### config.mk
export PLATFORM = sky130hd
export DESIGN_NAME = dpram_host
export DESIGN_NICKNAME = d
export VERILOG_FILES = /design/src/inc/dpram_pkg.sv /design/src/hw/dpram_host.sv /design/src/hw/dpram_cnt.sv
export VERILOG_INCLUDE_DIRS = /design/src /design/src/inc
export SDC_FILE = /design/constraint.sdc
export NUM_CORES = 1
export LEC_CHECK = 0
export ABC_AREA = 0
export BUFFER_PORTS_ARGS = -buffer_cell sky130_fd_sc_hd__buf_2
export CORE_UTILIZATION = 54
export CTS_CLUSTER_DIAMETER = 120
export DETAILED_ROUTE_END_ITERATION = 6
export HOLD_SLACK_MARGIN = 0.05
export PLACE_DENSITY = 0.84
export SLEW_MARGIN = 0
export SYNTH_ARGS = -nofsm -noshare
export SYNTH_HDL_FRONTEND = slang
export SYNTH_SLANG_ARGS = --single-unit
### constraint.sdc
create_clock -name mclk -period 4 [get_ports mclk]
set_input_delay 0.8 -clock mclk [delete_from_list [all_inputs] [get_ports mclk]]
set_output_delay 0.8 -clock mclk [all_outputs]
set_load 0.03 [all_outputs]
### src/inc/dpram_defs.svh
// Timing and field constants for the dual-port RAM port controller
`ifndef DPRAM_DEFS_SVH
`define DPRAM_DEFS_SVH
`define DPRAM_CLK_PERIOD_NS 20
`define DPRAM_T_SCE_NS 12
`define DPRAM_T_SOP_NS 10
`define DPRAM_T_SWRD_NS 5
`define DPRAM_T_WH_NS 13
`define DPRAM_T_ACC_NS 15
`define DPRAM_T_BLA_NS 15
`define DPRAM_SYNC_STAGES 2
`define DPRAM_CYC_MIN(ns) (((ns) + `DPRAM_CLK_PERIOD_NS - 1) / `DPRAM_CLK_PERIOD_NS)
`define DPRAM_DATA_W 8
`define DPRAM_ADDR_W 17
`define DPRAM_TOKEN_W 3
`define DPRAM_BIT_TOKEN 0
`endif

### src/inc/dpram_pkg.sv
// Types for the dual-port RAM port controller
`include "dpram_defs.svh"
package dpram_pkg;
  typedef struct packed {
    logic write;
    logic token;
    logic [`DPRAM_ADDR_W-1:0] addr;
    logic [`DPRAM_DATA_W-1:0] wdata;
  } dpram_req_t;
  typedef struct packed {
    logic chip_select_n;
    logic token_select_n;
    logic write_strobe_n;
    logic output_enable_n;
  } dpram_ctl_t;
endpackage

### src/hw/dpram_host.sv
// Host-side port controller for one port of the dual-port RAM
`timescale 1ns/10ps
`default_nettype none
`include "dpram_defs.svh"
module dpram_host #(
  parameter int DW = `DPRAM_DATA_W,
  parameter int AW = `DPRAM_ADDR_W
) (
  input wire logic mclk,
  input wire logic rst_n,
  input wire logic req_valid,
  output logic req_ready,
  input wire dpram_pkg::dpram_req_t req,
  output logic rsp_valid,
  output logic [DW-1:0] rsp_data,
  output logic rsp_token_owned,
  output logic [AW-1:0] addr,
  output dpram_pkg::dpram_ctl_t ctl,
  input wire logic [DW-1:0] data_in,
  output logic [DW-1:0] data_out,
  output logic data_oe,
  input wire logic busy_n,
  input wire logic mailbox_flag_n,
  output logic mailbox_pending
);
  localparam logic [3:0] C_SCE = 4'(`DPRAM_CYC_MIN(`DPRAM_T_SCE_NS));
  localparam logic [3:0] C_SOP = 4'(`DPRAM_CYC_MIN(`DPRAM_T_SOP_NS));
  localparam logic [3:0] C_SWRD = 4'(`DPRAM_CYC_MIN(`DPRAM_T_SWRD_NS));
  localparam logic [3:0] C_WH = 4'(`DPRAM_CYC_MIN(`DPRAM_T_WH_NS));
  localparam logic [3:0] C_ACC = 4'(`DPRAM_CYC_MIN(`DPRAM_T_ACC_NS) + 1);
  // Busy settle plus synchroniser latency before the write strobe
  localparam logic [3:0] C_BSY =
    4'(`DPRAM_CYC_MIN(`DPRAM_T_BLA_NS) + `DPRAM_SYNC_STAGES);

  typedef enum logic [2:0] {
    ST_IDLE = 3'b000,
    ST_SETUP = 3'b001,
    ST_STROBE = 3'b010,
    ST_READ = 3'b011,
    ST_RECOVER = 3'b100
  } dpram_st_t;

  dpram_st_t st_r, st_nxt;
  dpram_pkg::dpram_req_t cur_r, cur_nxt;
  dpram_pkg::dpram_ctl_t ctl_r, ctl_nxt;
  logic oe_r, oe_nxt;
  logic rsp_valid_r, rsp_valid_nxt;
  logic [DW-1:0] rsp_data_r, rsp_data_nxt;
  logic last_token_wr_r, last_token_wr_nxt;
  logic busy_s1_r, busy_s2_r, flag_s1_r, flag_s2_r;
  logic [DW-1:0] din_s1_r, din_s2_r;
  logic load;
  logic [3:0] load_val;
  logic tmr_done;

  dpram_cnt #(.W(4)) u_tmr (
    .mclk(mclk),
    .rst_n(rst_n),
    .load(load),
    .value(load_val),
    .done(tmr_done)
  );

  always_ff @(posedge mclk) begin
    if (!rst_n) begin
      busy_s1_r <= 1'b1;
      busy_s2_r <= 1'b1;
      flag_s1_r <= 1'b1;
      flag_s2_r <= 1'b1;
      din_s1_r <= '0;
      din_s2_r <= '0;
    end else begin
      busy_s1_r <= busy_n;
      busy_s2_r <= busy_s1_r;
      flag_s1_r <= mailbox_flag_n;
      flag_s2_r <= flag_s1_r;
      din_s1_r <= data_in;
      din_s2_r <= din_s1_r;
    end
  end

  always_comb begin
    st_nxt = st_r;
    cur_nxt = cur_r;
    ctl_nxt = ctl_r;
    oe_nxt = oe_r;
    rsp_valid_nxt = 1'b0;
    rsp_data_nxt = rsp_data_r;
    last_token_wr_nxt = last_token_wr_r;
    load = 1'b0;
    load_val = 4'h0;
    unique case (st_r)
      ST_IDLE: begin
        if (req_valid && tmr_done) begin
          cur_nxt = req;
          if (req.token && req.write) begin
            cur_nxt.wdata[`DPRAM_BIT_TOKEN] = 1'b0;
          end
          ctl_nxt.chip_select_n = req.token;
          ctl_nxt.token_select_n = !req.token;
          ctl_nxt.output_enable_n = req.write;
          oe_nxt = 1'b0;
          load = 1'b1;
          load_val = C_BSY;
          st_nxt = ST_SETUP;
        end
      end
      ST_SETUP: begin
        if (cur_r.write) begin
          if (!busy_s2_r) begin
            load = 1'b1;
            load_val = C_WH;
          end else if (tmr_done) begin
            ctl_nxt.write_strobe_n = 1'b0;
            oe_nxt = 1'b1;
            load = 1'b1;
            load_val = C_SCE;
            st_nxt = ST_STROBE;
          end
        end else begin
          load = 1'b1;
          load_val = C_ACC;
          st_nxt = ST_READ;
        end
      end
      ST_STROBE: begin
        if (!busy_s2_r) begin
          ctl_nxt.write_strobe_n = 1'b1;
          load = 1'b1;
          load_val = C_WH;
          st_nxt = ST_SETUP;
        end else if (tmr_done) begin
          ctl_nxt.write_strobe_n = 1'b1;
          last_token_wr_nxt = cur_r.token;
          rsp_valid_nxt = 1'b1;
          load = 1'b1;
          load_val = cur_r.token ? C_SWRD : C_SOP;
          st_nxt = ST_RECOVER;
        end
      end
      ST_READ: begin
        if (tmr_done) begin
          rsp_data_nxt = din_s2_r;
          rsp_valid_nxt = 1'b1;
          last_token_wr_nxt = 1'b0;
          load = 1'b1;
          load_val = C_SOP;
          st_nxt = ST_RECOVER;
        end
      end
      ST_RECOVER: begin
        oe_nxt = 1'b0;
        ctl_nxt = '{chip_select_n: 1'b1, token_select_n: 1'b1,
                    write_strobe_n: 1'b1, output_enable_n: 1'b1};
        if (tmr_done) begin
          load = 1'b1;
          load_val = last_token_wr_r ? C_SWRD : C_SOP;
          st_nxt = ST_IDLE;
        end
      end
      default: begin
        st_nxt = ST_IDLE;
      end
    endcase
  end

  always_ff @(posedge mclk) begin
    if (!rst_n) begin
      st_r <= ST_IDLE;
      cur_r <= '0;
      ctl_r <= '{chip_select_n: 1'b1, token_select_n: 1'b1,
                 write_strobe_n: 1'b1, output_enable_n: 1'b1};
      oe_r <= 1'b0;
      rsp_valid_r <= 1'b0;
      rsp_data_r <= '0;
      last_token_wr_r <= 1'b0;
    end else begin
      st_r <= st_nxt;
      cur_r <= cur_nxt;
      ctl_r <= ctl_nxt;
      oe_r <= oe_nxt;
      rsp_valid_r <= rsp_valid_nxt;
      rsp_data_r <= rsp_data_nxt;
      last_token_wr_r <= last_token_wr_nxt;
    end
  end

  assign req_ready = (st_r == ST_IDLE) && tmr_done;
  assign addr = cur_r.addr;
  assign ctl = ctl_r;
  assign data_out = cur_r.wdata;
  assign data_oe = oe_r;
  assign rsp_valid = rsp_valid_r;
  assign rsp_data = rsp_data_r;
  assign rsp_token_owned = !rsp_data_r[`DPRAM_BIT_TOKEN];
  assign mailbox_pending = !flag_s2_r;

  a_addr_stable: assert property (@(posedge mclk) disable iff (!rst_n)
    !ctl_r.write_strobe_n |=> $stable(addr)) else $error("address moved in write");
  a_no_contend: assert property (@(posedge mclk) disable iff (!rst_n)
    !ctl_r.output_enable_n |-> !oe_r) else $error("data driven while device drives");
  a_sel_excl: assert property (@(posedge mclk) disable iff (!rst_n)
    !(ctl_r.chip_select_n == 1'b0 && ctl_r.token_select_n == 1'b0))
    else $error("both selects low");
  a_sel_stable: assert property (@(posedge mclk) disable iff (!rst_n)
    !ctl_r.write_strobe_n |=> $stable(ctl_r.chip_select_n)) else $error("select moved");
  a_token_low: assert property (@(posedge mclk) disable iff (!rst_n)
    (!ctl_r.write_strobe_n && !ctl_r.token_select_n) |-> !data_out[0])
    else $error("token write not low");
  a_strobe_busy: assert property (@(posedge mclk) disable iff (!rst_n)
    $fell(ctl_r.write_strobe_n) |-> $past(busy_s2_r)) else $error("write while busy");
  a_update_gap: assert property (@(posedge mclk) disable iff (!rst_n)
    $rose(rsp_valid_r) |=> (ctl_r.token_select_n && ctl_r.chip_select_n))
    else $error("no recovery gap");
  a_recover_min: assert property (@(posedge mclk) disable iff (!rst_n)
    $rose(ctl_r.token_select_n) |-> ctl_r.token_select_n [*2]) else $error("gap short");
  a_oe_write: assert property (@(posedge mclk) disable iff (!rst_n)
    !ctl_r.write_strobe_n |-> oe_r) else $error("write without data");
  c_ram_write: cover property (@(posedge mclk) !ctl_r.write_strobe_n && !ctl_r.chip_select_n);
  c_tok_write: cover property (@(posedge mclk) !ctl_r.write_strobe_n && !ctl_r.token_select_n);
  c_read: cover property (@(posedge mclk) rsp_valid_r && !cur_r.write);
  c_busy_hold: cover property (@(posedge mclk) st_r == ST_SETUP && !busy_s2_r);
endmodule
`default_nettype wire

### src/hw/dpram_cnt.sv
// Cycle down-counter used for pin timing
`timescale 1ns/10ps
`default_nettype none
module dpram_cnt #(
  parameter int W = 4
) (
  input wire logic mclk,
  input wire logic rst_n,
  input wire logic load,
  input wire logic [W-1:0] value,
  output logic done
);
  logic [W-1:0] cnt_r;
  logic [W-1:0] cnt_nxt;
  always_comb begin
    cnt_nxt = cnt_r;
    if (load) begin
      cnt_nxt = value;
    end else if (cnt_r != {W{1'b0}}) begin
      cnt_nxt = cnt_r - {{(W-1){1'b0}}, 1'b1};
    end
  end
  always_ff @(posedge mclk) begin
    if (!rst_n) begin
      cnt_r <= {W{1'b0}};
    end else begin
      cnt_r <= cnt_nxt;
    end
  end
  assign done = (cnt_r == {W{1'b0}});
endmodule
`default_nettype wire

# Word-level counts from Yosys, hierarchy flattened
# Index checks and enable logic that the tools add are counted.
dict set report op_classes {
  mux 37
  addsub 1
  n_eq_ne 12
  reduce_logical 20
}
# cell count
set op_table {}
lappend op_table {{$mux W3} 7}
lappend op_table {{$mux W1} 17}
lappend op_table {{$pmux W3 S5} 1}
lappend op_table {{$ne A2 B2 Y1 const B} 5}
lappend op_table {{$reduce_and A5 Y1} 2}
lappend op_table {{$ne A3 B3 Y1 const B} 3}
lappend op_table {{$mux W4} 2}
lappend op_table {{$pmux W2 S4} 1}
lappend op_table {{$eq A3 B2 Y1 const B} 2}
lappend op_table {{$mux W2} 3}
lappend op_table {{$pmux W1 S3} 2}
lappend op_table {{$reduce_and A2 Y1} 3}
lappend op_table {{$reduce_bool A3 Y1} 2}
lappend op_table {{$logic_not A4 Y1} 1}
lappend op_table {{$pmux W1 S2} 2}
lappend op_table {{$pmux W1 S4} 1}
lappend op_table {{$pmux W2 S2} 1}
lappend op_table {{$reduce_and A4 Y1} 1}
lappend op_table {{$reduce_bool A2 Y1} 2}
lappend op_table {{$reduce_bool A4 Y1} 1}
lappend op_table {{$sub A4 B1 Y4 const B} 1}
lappend op_table {{$eq A3 B1 Y1 const B} 1}
lappend op_table {{$eq A3 B3 Y1 const B} 1}
lappend op_table {{$logic_and A1 B1 Y1} 3}
lappend op_table {{3 further kinds} 5}
dict set report word_totals {
  reg_bits 67
  in_bits 40
  out_inout_bits 42
  elab_cells 88
}

# Depth between registers and ports, before layout
# Gate-level depths: netlist (run 1).
dict set report logic_depth {
  depth_word 6
  depth_mapped 8
  mapped_depth_nobuf 6
}

# Modules after synthesis
# From an unflattened synthesis (run 1), not the netlist that was laid out.
dict set report hier_totals {
  cells_unflattened 310
  hier_area_um2 2682.6
}
# mod cells_each area_each_um2 instances seq_area_each_um2
set modules_own_cells {}
lappend modules_own_cells {dpram_host 287 2452.4 1 1261.2}
lappend modules_own_cells {dpram_cnt 23 230.2 1 80.1}

# Worst setup path after synthesis (run 1)
# OpenSTA, ideal clock, no wires.
dict set report synth_path {
  kind {register to output}
  from {register u_tmr.cnt_r[0]}
  to {output port req_ready}
  arrival_ps 1287
  required_time_ps 3200
  path_slack_ps 1913
  path_buffers 1
  stages_incl_launch_ff 6
  cell_sequence {dfxtp_1 > inv_1 > ha_1 > nor3b_4 > buf_4 > and2_1}
}
dict set report synth_between {
  elab_chain_len 2
}
# element line_no
set synth_lines {}
lappend synth_lines {{start, declared} dpram_cnt.sv:13} ;# logic [W-1:0] cnt_r;
lappend synth_lines {{start signal, assigned} dpram_cnt.sv:25} ;# cnt_r <= {W{1'b0}};
lappend synth_lines {{start signal, assigned} dpram_cnt.sv:27} ;# cnt_r <= cnt_nxt;
lappend synth_lines {{$logic_not A4 Y1} dpram_cnt.sv:30} ;# assign done = (cnt_r == {W{1'b0}});
lappend synth_lines {{$logic_and A1 B1 Y1} dpram_host.sv:188} ;# assign req_ready = (st_r == ST_IDLE) && tmr_done;
lappend synth_lines {{end, declared} dpram_host.sv:12} ;# output logic req_ready,
# No other way between the ends.

# Final worst setup path (run 1)
# Same ends and word-level chain as after synthesis.

==> flow_summary_export.csv, run 1 <==
group,metric,value,unit
clocking,clkTransAtPathRegs,0.07,ns
timing,fin_tns_setup,0,ns
finish,num_antenna_cells,0,
floorplan,core-area,4720,um^2
outcome,outcome,"finished clean",
worst_setup_path,critPathKind,"flip-flop to output pin",
finish,finalNetCount,385,
timing,fmax,368,MHz
clocking,cts-buffers-inserted,9,
route,drt_iter0_drc,65,
route,via_per_inst,4.95,
floorplan,die_h,72.1,um
place,io_buffer_count,81,
timing,hold_viol_final,0,
place,dpl-instance-area,2860,um^2
logic_synthesis,synth.distinct_cells,38,
logic_synthesis,yosysTopAreaCellShare,0.506,
worst_setup_path,cp_top_family,"simple AND/OR/NAND/NOR gates",
clocking,cts_htree_levels,3,
floorplan,initial_core_util,0.561,
floorplan,die-area,5190,um^2
logic_synthesis,syn_avg_cell_area,9.04,um^2
worst_setup_path,path_cells,"inv_1 > ha_1 > nor3b_4 > and2_1 > buf_2",
floorplan,ios,82,
power_and_ir_drop,p_per_area,705,nW/um^2
timing,min_period,2.72,ns
clocking,post_cts_resize_count,0,
route,remaining_drc_errors,0,
logic_synthesis,synth_area,2650,um^2
job,maxCapViolations,0,
power_and_ir_drop,p_leak,1.46,nW
logic_synthesis,synth-seq-cells,67,
logic_synthesis,yosysWarnings,0,
clocking,cts_num_sinks,67,
worst_setup_path,critPathMaxFanout,14,
route,vias,2058,
route,drtPass1Iterations,4,
timing,tightest_slew,1.08,ns
worst_setup_path,cp_slowest_stage_delay,0.55,ns
clocking,cts_hold_buf,0,
logic_synthesis,synth_ff_type,"dfxtp_1",
worst_setup_path,end_kind,"output pin",
clocking,post_cts_buffers,0,
power_and_ir_drop,ir_worst_vdd,0.304,mV
timing,slew_headroom,0.279,
timing,worst_hold_slack,0.411,ns
clocking,cts_tree,"yes",
worst_setup_path,crit_path_start_kind,"flip-flop",
logic_synthesis,synth_common_cells,"67 x dfxtp_1, 61 x nand2_1, 28 x a21oi_1, 28 x buf_4, 19 x and2_1",
floorplan,die_x,72.1,um
finish,drive_gt1_frac,0.298,
logic_synthesis,synth_edf_count,0,
finish,final_util,0.662,
worst_setup_path,cpMaxStageDelayCell,"nor3b_4",
place,hpwl,3210,um
timing,slew_viol_final,0,
logic_synthesis,yosys-top-cells-area,"dfxtp_1 51%, nand2_1 8.6%, buf_4 7.9%",
route,wirelength,4850,um
timing,period_share,0.679,
global_routing,overflow,0,
hold_path,worstHoldPathType,"flip-flop to flip-flop",
logic_synthesis,synth_cells,293,
finish,syn_to_final_growth,18.0,%
global_routing,grt_max_degree,38,
global_routing,grt_pass1_wl,7820,um
logic_synthesis,async_flop_share,0,
clocking,clk_latency,0.34,ns
global_routing,track_usage,0.200,
timing,final-setup-viol-count,0,
floorplan,rows,25,
logic_synthesis,synthesis.nets,334,
finish,postLayoutCellArea,3130,um^2
route,wire_per_inst,11.7,um
global_routing,antenna_found_initial,0,
logic_synthesis,yosysTopAreaCell,"dfxtp_1",
timing,fin_skew,0.00884,ns
logic_synthesis,synth.most_common_cell,"dfxtp_1",
global_routing,grt_pass1_vias,1871,
logic_synthesis,ys_seq_area_frac,0.506,
route,detail-route-antenna-nets,0,
clocking,root_buffer,"clkbuf_8",
place,place_congestion,0.885,
timing,rsz0062_at_grt,"no",
worst_setup_path,cp.required,3.20,ns
worst_setup_path,crit_buf_inv,2,
worst_setup_path,cp_data_arrival_time,1.92,ns
clocking,clockBufferDepth,2,
worst paths after layout:
path | to | from | cells after the start | slack (ns)
setup / recovery | req_ready | u_tmr.cnt_r[0] | 5 | 1.28
hold / removal | flag_s2_r | flag_s1_r | 1 | 0.41
hold reg to reg | flag_s2_r | flag_s1_r | 1 | 0.41
setup reg to reg | data_out[1] | u_tmr.cnt_r[0] | 6 | 1.34
power by group:
group	internal [mW]	total (mW)	switching, mW
Combinational	0.216	0.618	0.402
Clock	0.482	0.744	0.262
Sequential	0.765	0.842	0.0764
Total	1.46	2.20	0.740
cells by family (layout without fill, tap and decap cells):
family	Yosys count	after routing	synth area share
compound gates	42	42	0.0906
xor+xnor	4	4	0.0132
fa+ha+maj	1	1	0.00472
buf+inv	49	105	0.118
flops	67	67	0.506
mux	10	10	0.0382
simple gates	120	120	0.229
routing by layer:
layer  vias up  part of all wire  track usage
met2        73              0.48        0.345
met4         0             0.020        0.122
met1       940              0.44        0.214
met3         9             0.055       0.0611
li1       1036                 -            -
met5         -                 0            0
flip-flops by register name, summed over array words and instances, names as in the netlist:
name / count
flag_s1_r: 1
ctl: 4
addr: 17
flag_s2_r: 1
rsp_valid: 1
busy_s1_r: 1
u_tmr.cnt_r: 4
cur_r: 1
busy_s2_r: 1
st_r: 3
rsp_data: 8
data_oe: 1
din_s2_r: 8
din_s1_r: 8
data_out: 8
stage by stage:
stage | std cells | total power [mW] | setup WS [ns]
CTS | 416 | 2.22 | 1.27
finish | 416 | 2.20 | 1.28
global placement | 400 | 1.45 | 1.50
detailed placement | 400 | 1.48 | 1.36
global route | 416 | 2.33 | 0.987
floorplan | 293 | 1.43 | 1.91
area by class of cell:
type                       count  area, um^2
fill                         380        1600
sequential                    67        1340
multi-input combinational    177         996
timing repair buffer          81         405
clock inverter                 7         146
clock buffer                   9         124
tap                           67        83.8
inverter                       8        30.0
placed cells by master, fill, tap and decap left out, types with 2 or more instances in the layout:
cell / netlist / final
nand2_1: 61 / 61
nand3_1: 6 / 6
mux2i_1: 9 / 9
nor3_1: 3 / 3
nor2_1: 15 / 15
a31oi_1: 2 / 2
o21ai_1: 3 / 3
buf_2: 1 / 81
or3b_1: 2 / 2
and2_1: 19 / 19
o21ai_0: 3 / 3
inv_6: 0 / 2
inv_1: 7 / 7
nand2b_1: 5 / 5
a21oi_1: 28 / 28
xnor2_1: 3 / 3
clkbuf_8: 0 / 9
bufinv_16: 0 / 4
dfxtp_1: 67 / 67
Power figures use the tool's default switching activity.
==> inputs of run 2 (changes only) <==
CORE_UTILIZATION = 50   (was 54)
PLACE_DENSITY = 0.78   (was 0.84)
clock period = 2.74 ns   (was 4 ns; I/O delays follow)
==> run 2 against run 1 <==
  * Sequential power increased by 46%
  * Power up 36%
  * Core utilization down 5.5 points
  * Critical endpoint unchanged
  * Critical path depth up 1
  * Setup slack got worse by 0.80 ns
  * Flip-flop and latch count stayed put
  * Die area up 7.8%
  * Sequential share of layout area is 0.35 points higher
  * Global-route usage decreased by 2.1 points
  * First-iteration DRC count rose by 40%
==> flow_summary_export.csv, run 2 (synthesized netlist as in run 1, its figures left out) <==
group,metric,value,unit
finish,largest_reg_flops,17,
finish,multiInputGateArea,996,um^2
clocking,clkTransAtPathRegs,0.06,ns
global_routing,grt_max_degree,38,
clocking,cts_hold_buf,0,
worst_setup_path,end_kind,"output pin",
place,io_buffer_count,81,
timing,final-setup-viol-count,0,
timing,period_share,0.825,
worst_setup_path,crit_start,"u_tmr.cnt_r[0]",
worst_setup_path,endpoint,"req_ready",
floorplan,die_x,74.8,um
clocking,clockBufferDepth,2,
worst_setup_path,cp.depth,6,
finish,postLayoutCellArea,3100,um^2
hold_path,worstHoldPathType,"input port to flip-flop",
finish,fill_cells,490,
finish,drive_gt1_frac,0.306,
clocking,cts_tree,"yes",
clocking,root_buffer,"clkbuf_8",
route,vias,2022,
floorplan,rows,26,
clocking,post_cts_buffers,0,
worst_setup_path,cp_data_arrival_time,1.71,ns
route,drtPass1Iterations,4,
clocking,cts_htree_levels,3,
route,detail-route-antenna-nets,0,
global_routing,grt_pass1_wl,7430,um
worst_setup_path,reg2reg_setup_slack,0.79,ns
worst_setup_path,cp_slowest_stage_delay,0.31,ns
global_routing,use_met1,0.197,
route,wirelength,4860,um
finish,finalNetCount,389,
timing,tightest_slew,0.618,ns
worst_setup_path,cp.required,2.19,ns
floorplan,ios,82,
floorplan,die_h,74.8,um
global_routing,grt_pass1_vias,1741,
hold_path,min_from,"busy_n",
worst_setup_path,cpMaxStageDelayCell,"dfxtp_1",
global_routing,grt.busiest_layer,"met2",
worst_setup_path,rr_worst_depth,7,
timing,fin_tns_setup,0,ns
floorplan,core-area,5110,um^2
floorplan,initial_core_util,0.519,
place,hpwl,3320,um
route,remaining_drc_errors,0,
place,place_congestion,0.813,
clocking,clk_latency,0.34,ns
timing,slew_headroom,0.588,
worst_setup_path,crit_buf_inv,3,
job,maxCapViolations,0,
finish,num_antenna_cells,0,
route,wire_per_inst,11.5,um
power_and_ir_drop,finalPower,3.00,mW
timing,slew_viol_final,0,
clocking,cts-buffers-inserted,9,
worst_setup_path,critPathKind,"flip-flop to output pin",
floorplan,die-area,5600,um^2
finish,final_cell_mix,"81 x buf_2, 67 x dfxtp_1, 61 x nand2_1",
timing,hold_viol_final,0,
clocking,post_cts_resize_count,0,
global_routing,antenna_found_initial,0,
place,dp_cells,407,
worst_setup_path,timing.rr.start,"u_tmr.cnt_r[0]",
worst_setup_path,cp_top_family,"buffers and inverters",
global_routing,globalRouteMet2Util,0.304,
worst_setup_path,regToRegEndpoint,"addr[13]",
timing,min_period,2.26,ns
power_and_ir_drop,ir_worst_vdd,0.385,mV
finish,regArea,1340,um^2
finish,layoutNonFillerInstCount,423,
route,drt_iter0_drc,91,
finish,syn_to_final_growth,17.0,%
finish,layout_commonest_cell,"buf_2",
global_routing,met3_usage,0.0696,
timing,rsz0062_at_grt,"no",
place,dpl-instance-area,2890,um^2
worst_setup_path,critPathMaxFanout,13,
power_and_ir_drop,p_leak,1.45,nW
route,via_per_inst,4.78,
place,pre_cts_slack,0.817,ns
timing,fin_ws,0.480,ns
worst_setup_path,crit_path_start_kind,"flip-flop",
outcome,outcome,"finished clean",
worst_setup_path,path_cells,"inv_1 > ha_1 > nor3b_4 > buf_4 > and2_1 > buf_2",
global_routing,track_usage,0.179,
global_routing,overflow,0,
timing,fin_skew,0.0121,ns
timing,fmax,442,MHz
power_and_ir_drop,p_per_area,969,nW/um^2
clocking,cts_num_sinks,67,
==> run 2: cell types whose count changed in the layout (fill, tap and decap cells not counted) <==
cell	previous run	this run
buf_4	0	4
bufinv_16	4	1
clkinv_2	0	1
clkbuf_8	9	11
inv_6	2	1
clkinvlp_4	0	1
==> run 2: worst min path at each step <==
| stage | cells after the start | endpoint |
|---|---|---|
| after floorplan | 1 | busy_s2_r |
| final | 2 | busy_s1_r |
| after global routing | 2 | flag_s1_r |
| after detailed placement | 1 | busy_s2_r |
| after global placement | 1 | flag_s2_r |
| after CTS | 2 | busy_s1_r |
==> run 2: area by class of cell <==
type | count | share of cell area
Inverter | 8 | 0.00968
Clock buffer | 11 | 0.0488
Sequential cell | 67 | 0.432
Multi-Input combinational cell | 177 | 0.321
Timing Repair Buffer | 85 | 0.140
Tap cell | 70 | 0.0282
Clock inverter | 5 | 0.0194
==> run 2: worst reg2reg max path, delay by kind of cell (launching register included) <==
family	cells	cell delay, ns
AO/OA/AOI/OAI	1	0.14
AND/OR/NAND/NOR	3	0.84
flip-flops	1	0.31
buffers and inverters	2	0.37
adder cells (fa/ha/maj)	1	0.21
==> run 2: per-layer routing <==
layer,vias to the layer above,part of all wire
li1,1038,-
met1,918,0.44
met2,64,0.49
met3,2,0.066
met4,0,0.0060
met5,-,0
==> run 2: per-stage QoR <==
step,util,hold slack (ns)
after global routing,0.607,0.392
final,0.607,0.395
after floorplan,-,0.386
after detailed placement,0.566,0.398
after global placement,0.566,0.391
after CTS,0.607,0.377
==> run 2: where the power goes <==
group	leakage [nW]	internal (mW)	total, mW	switching, mW
clock	0.106	0.473	0.845	0.372
combinational	0.796	0.339	0.932	0.592
sequential	0.548	1.12	1.23	0.110
total	1.45	1.93	3.00	1.07
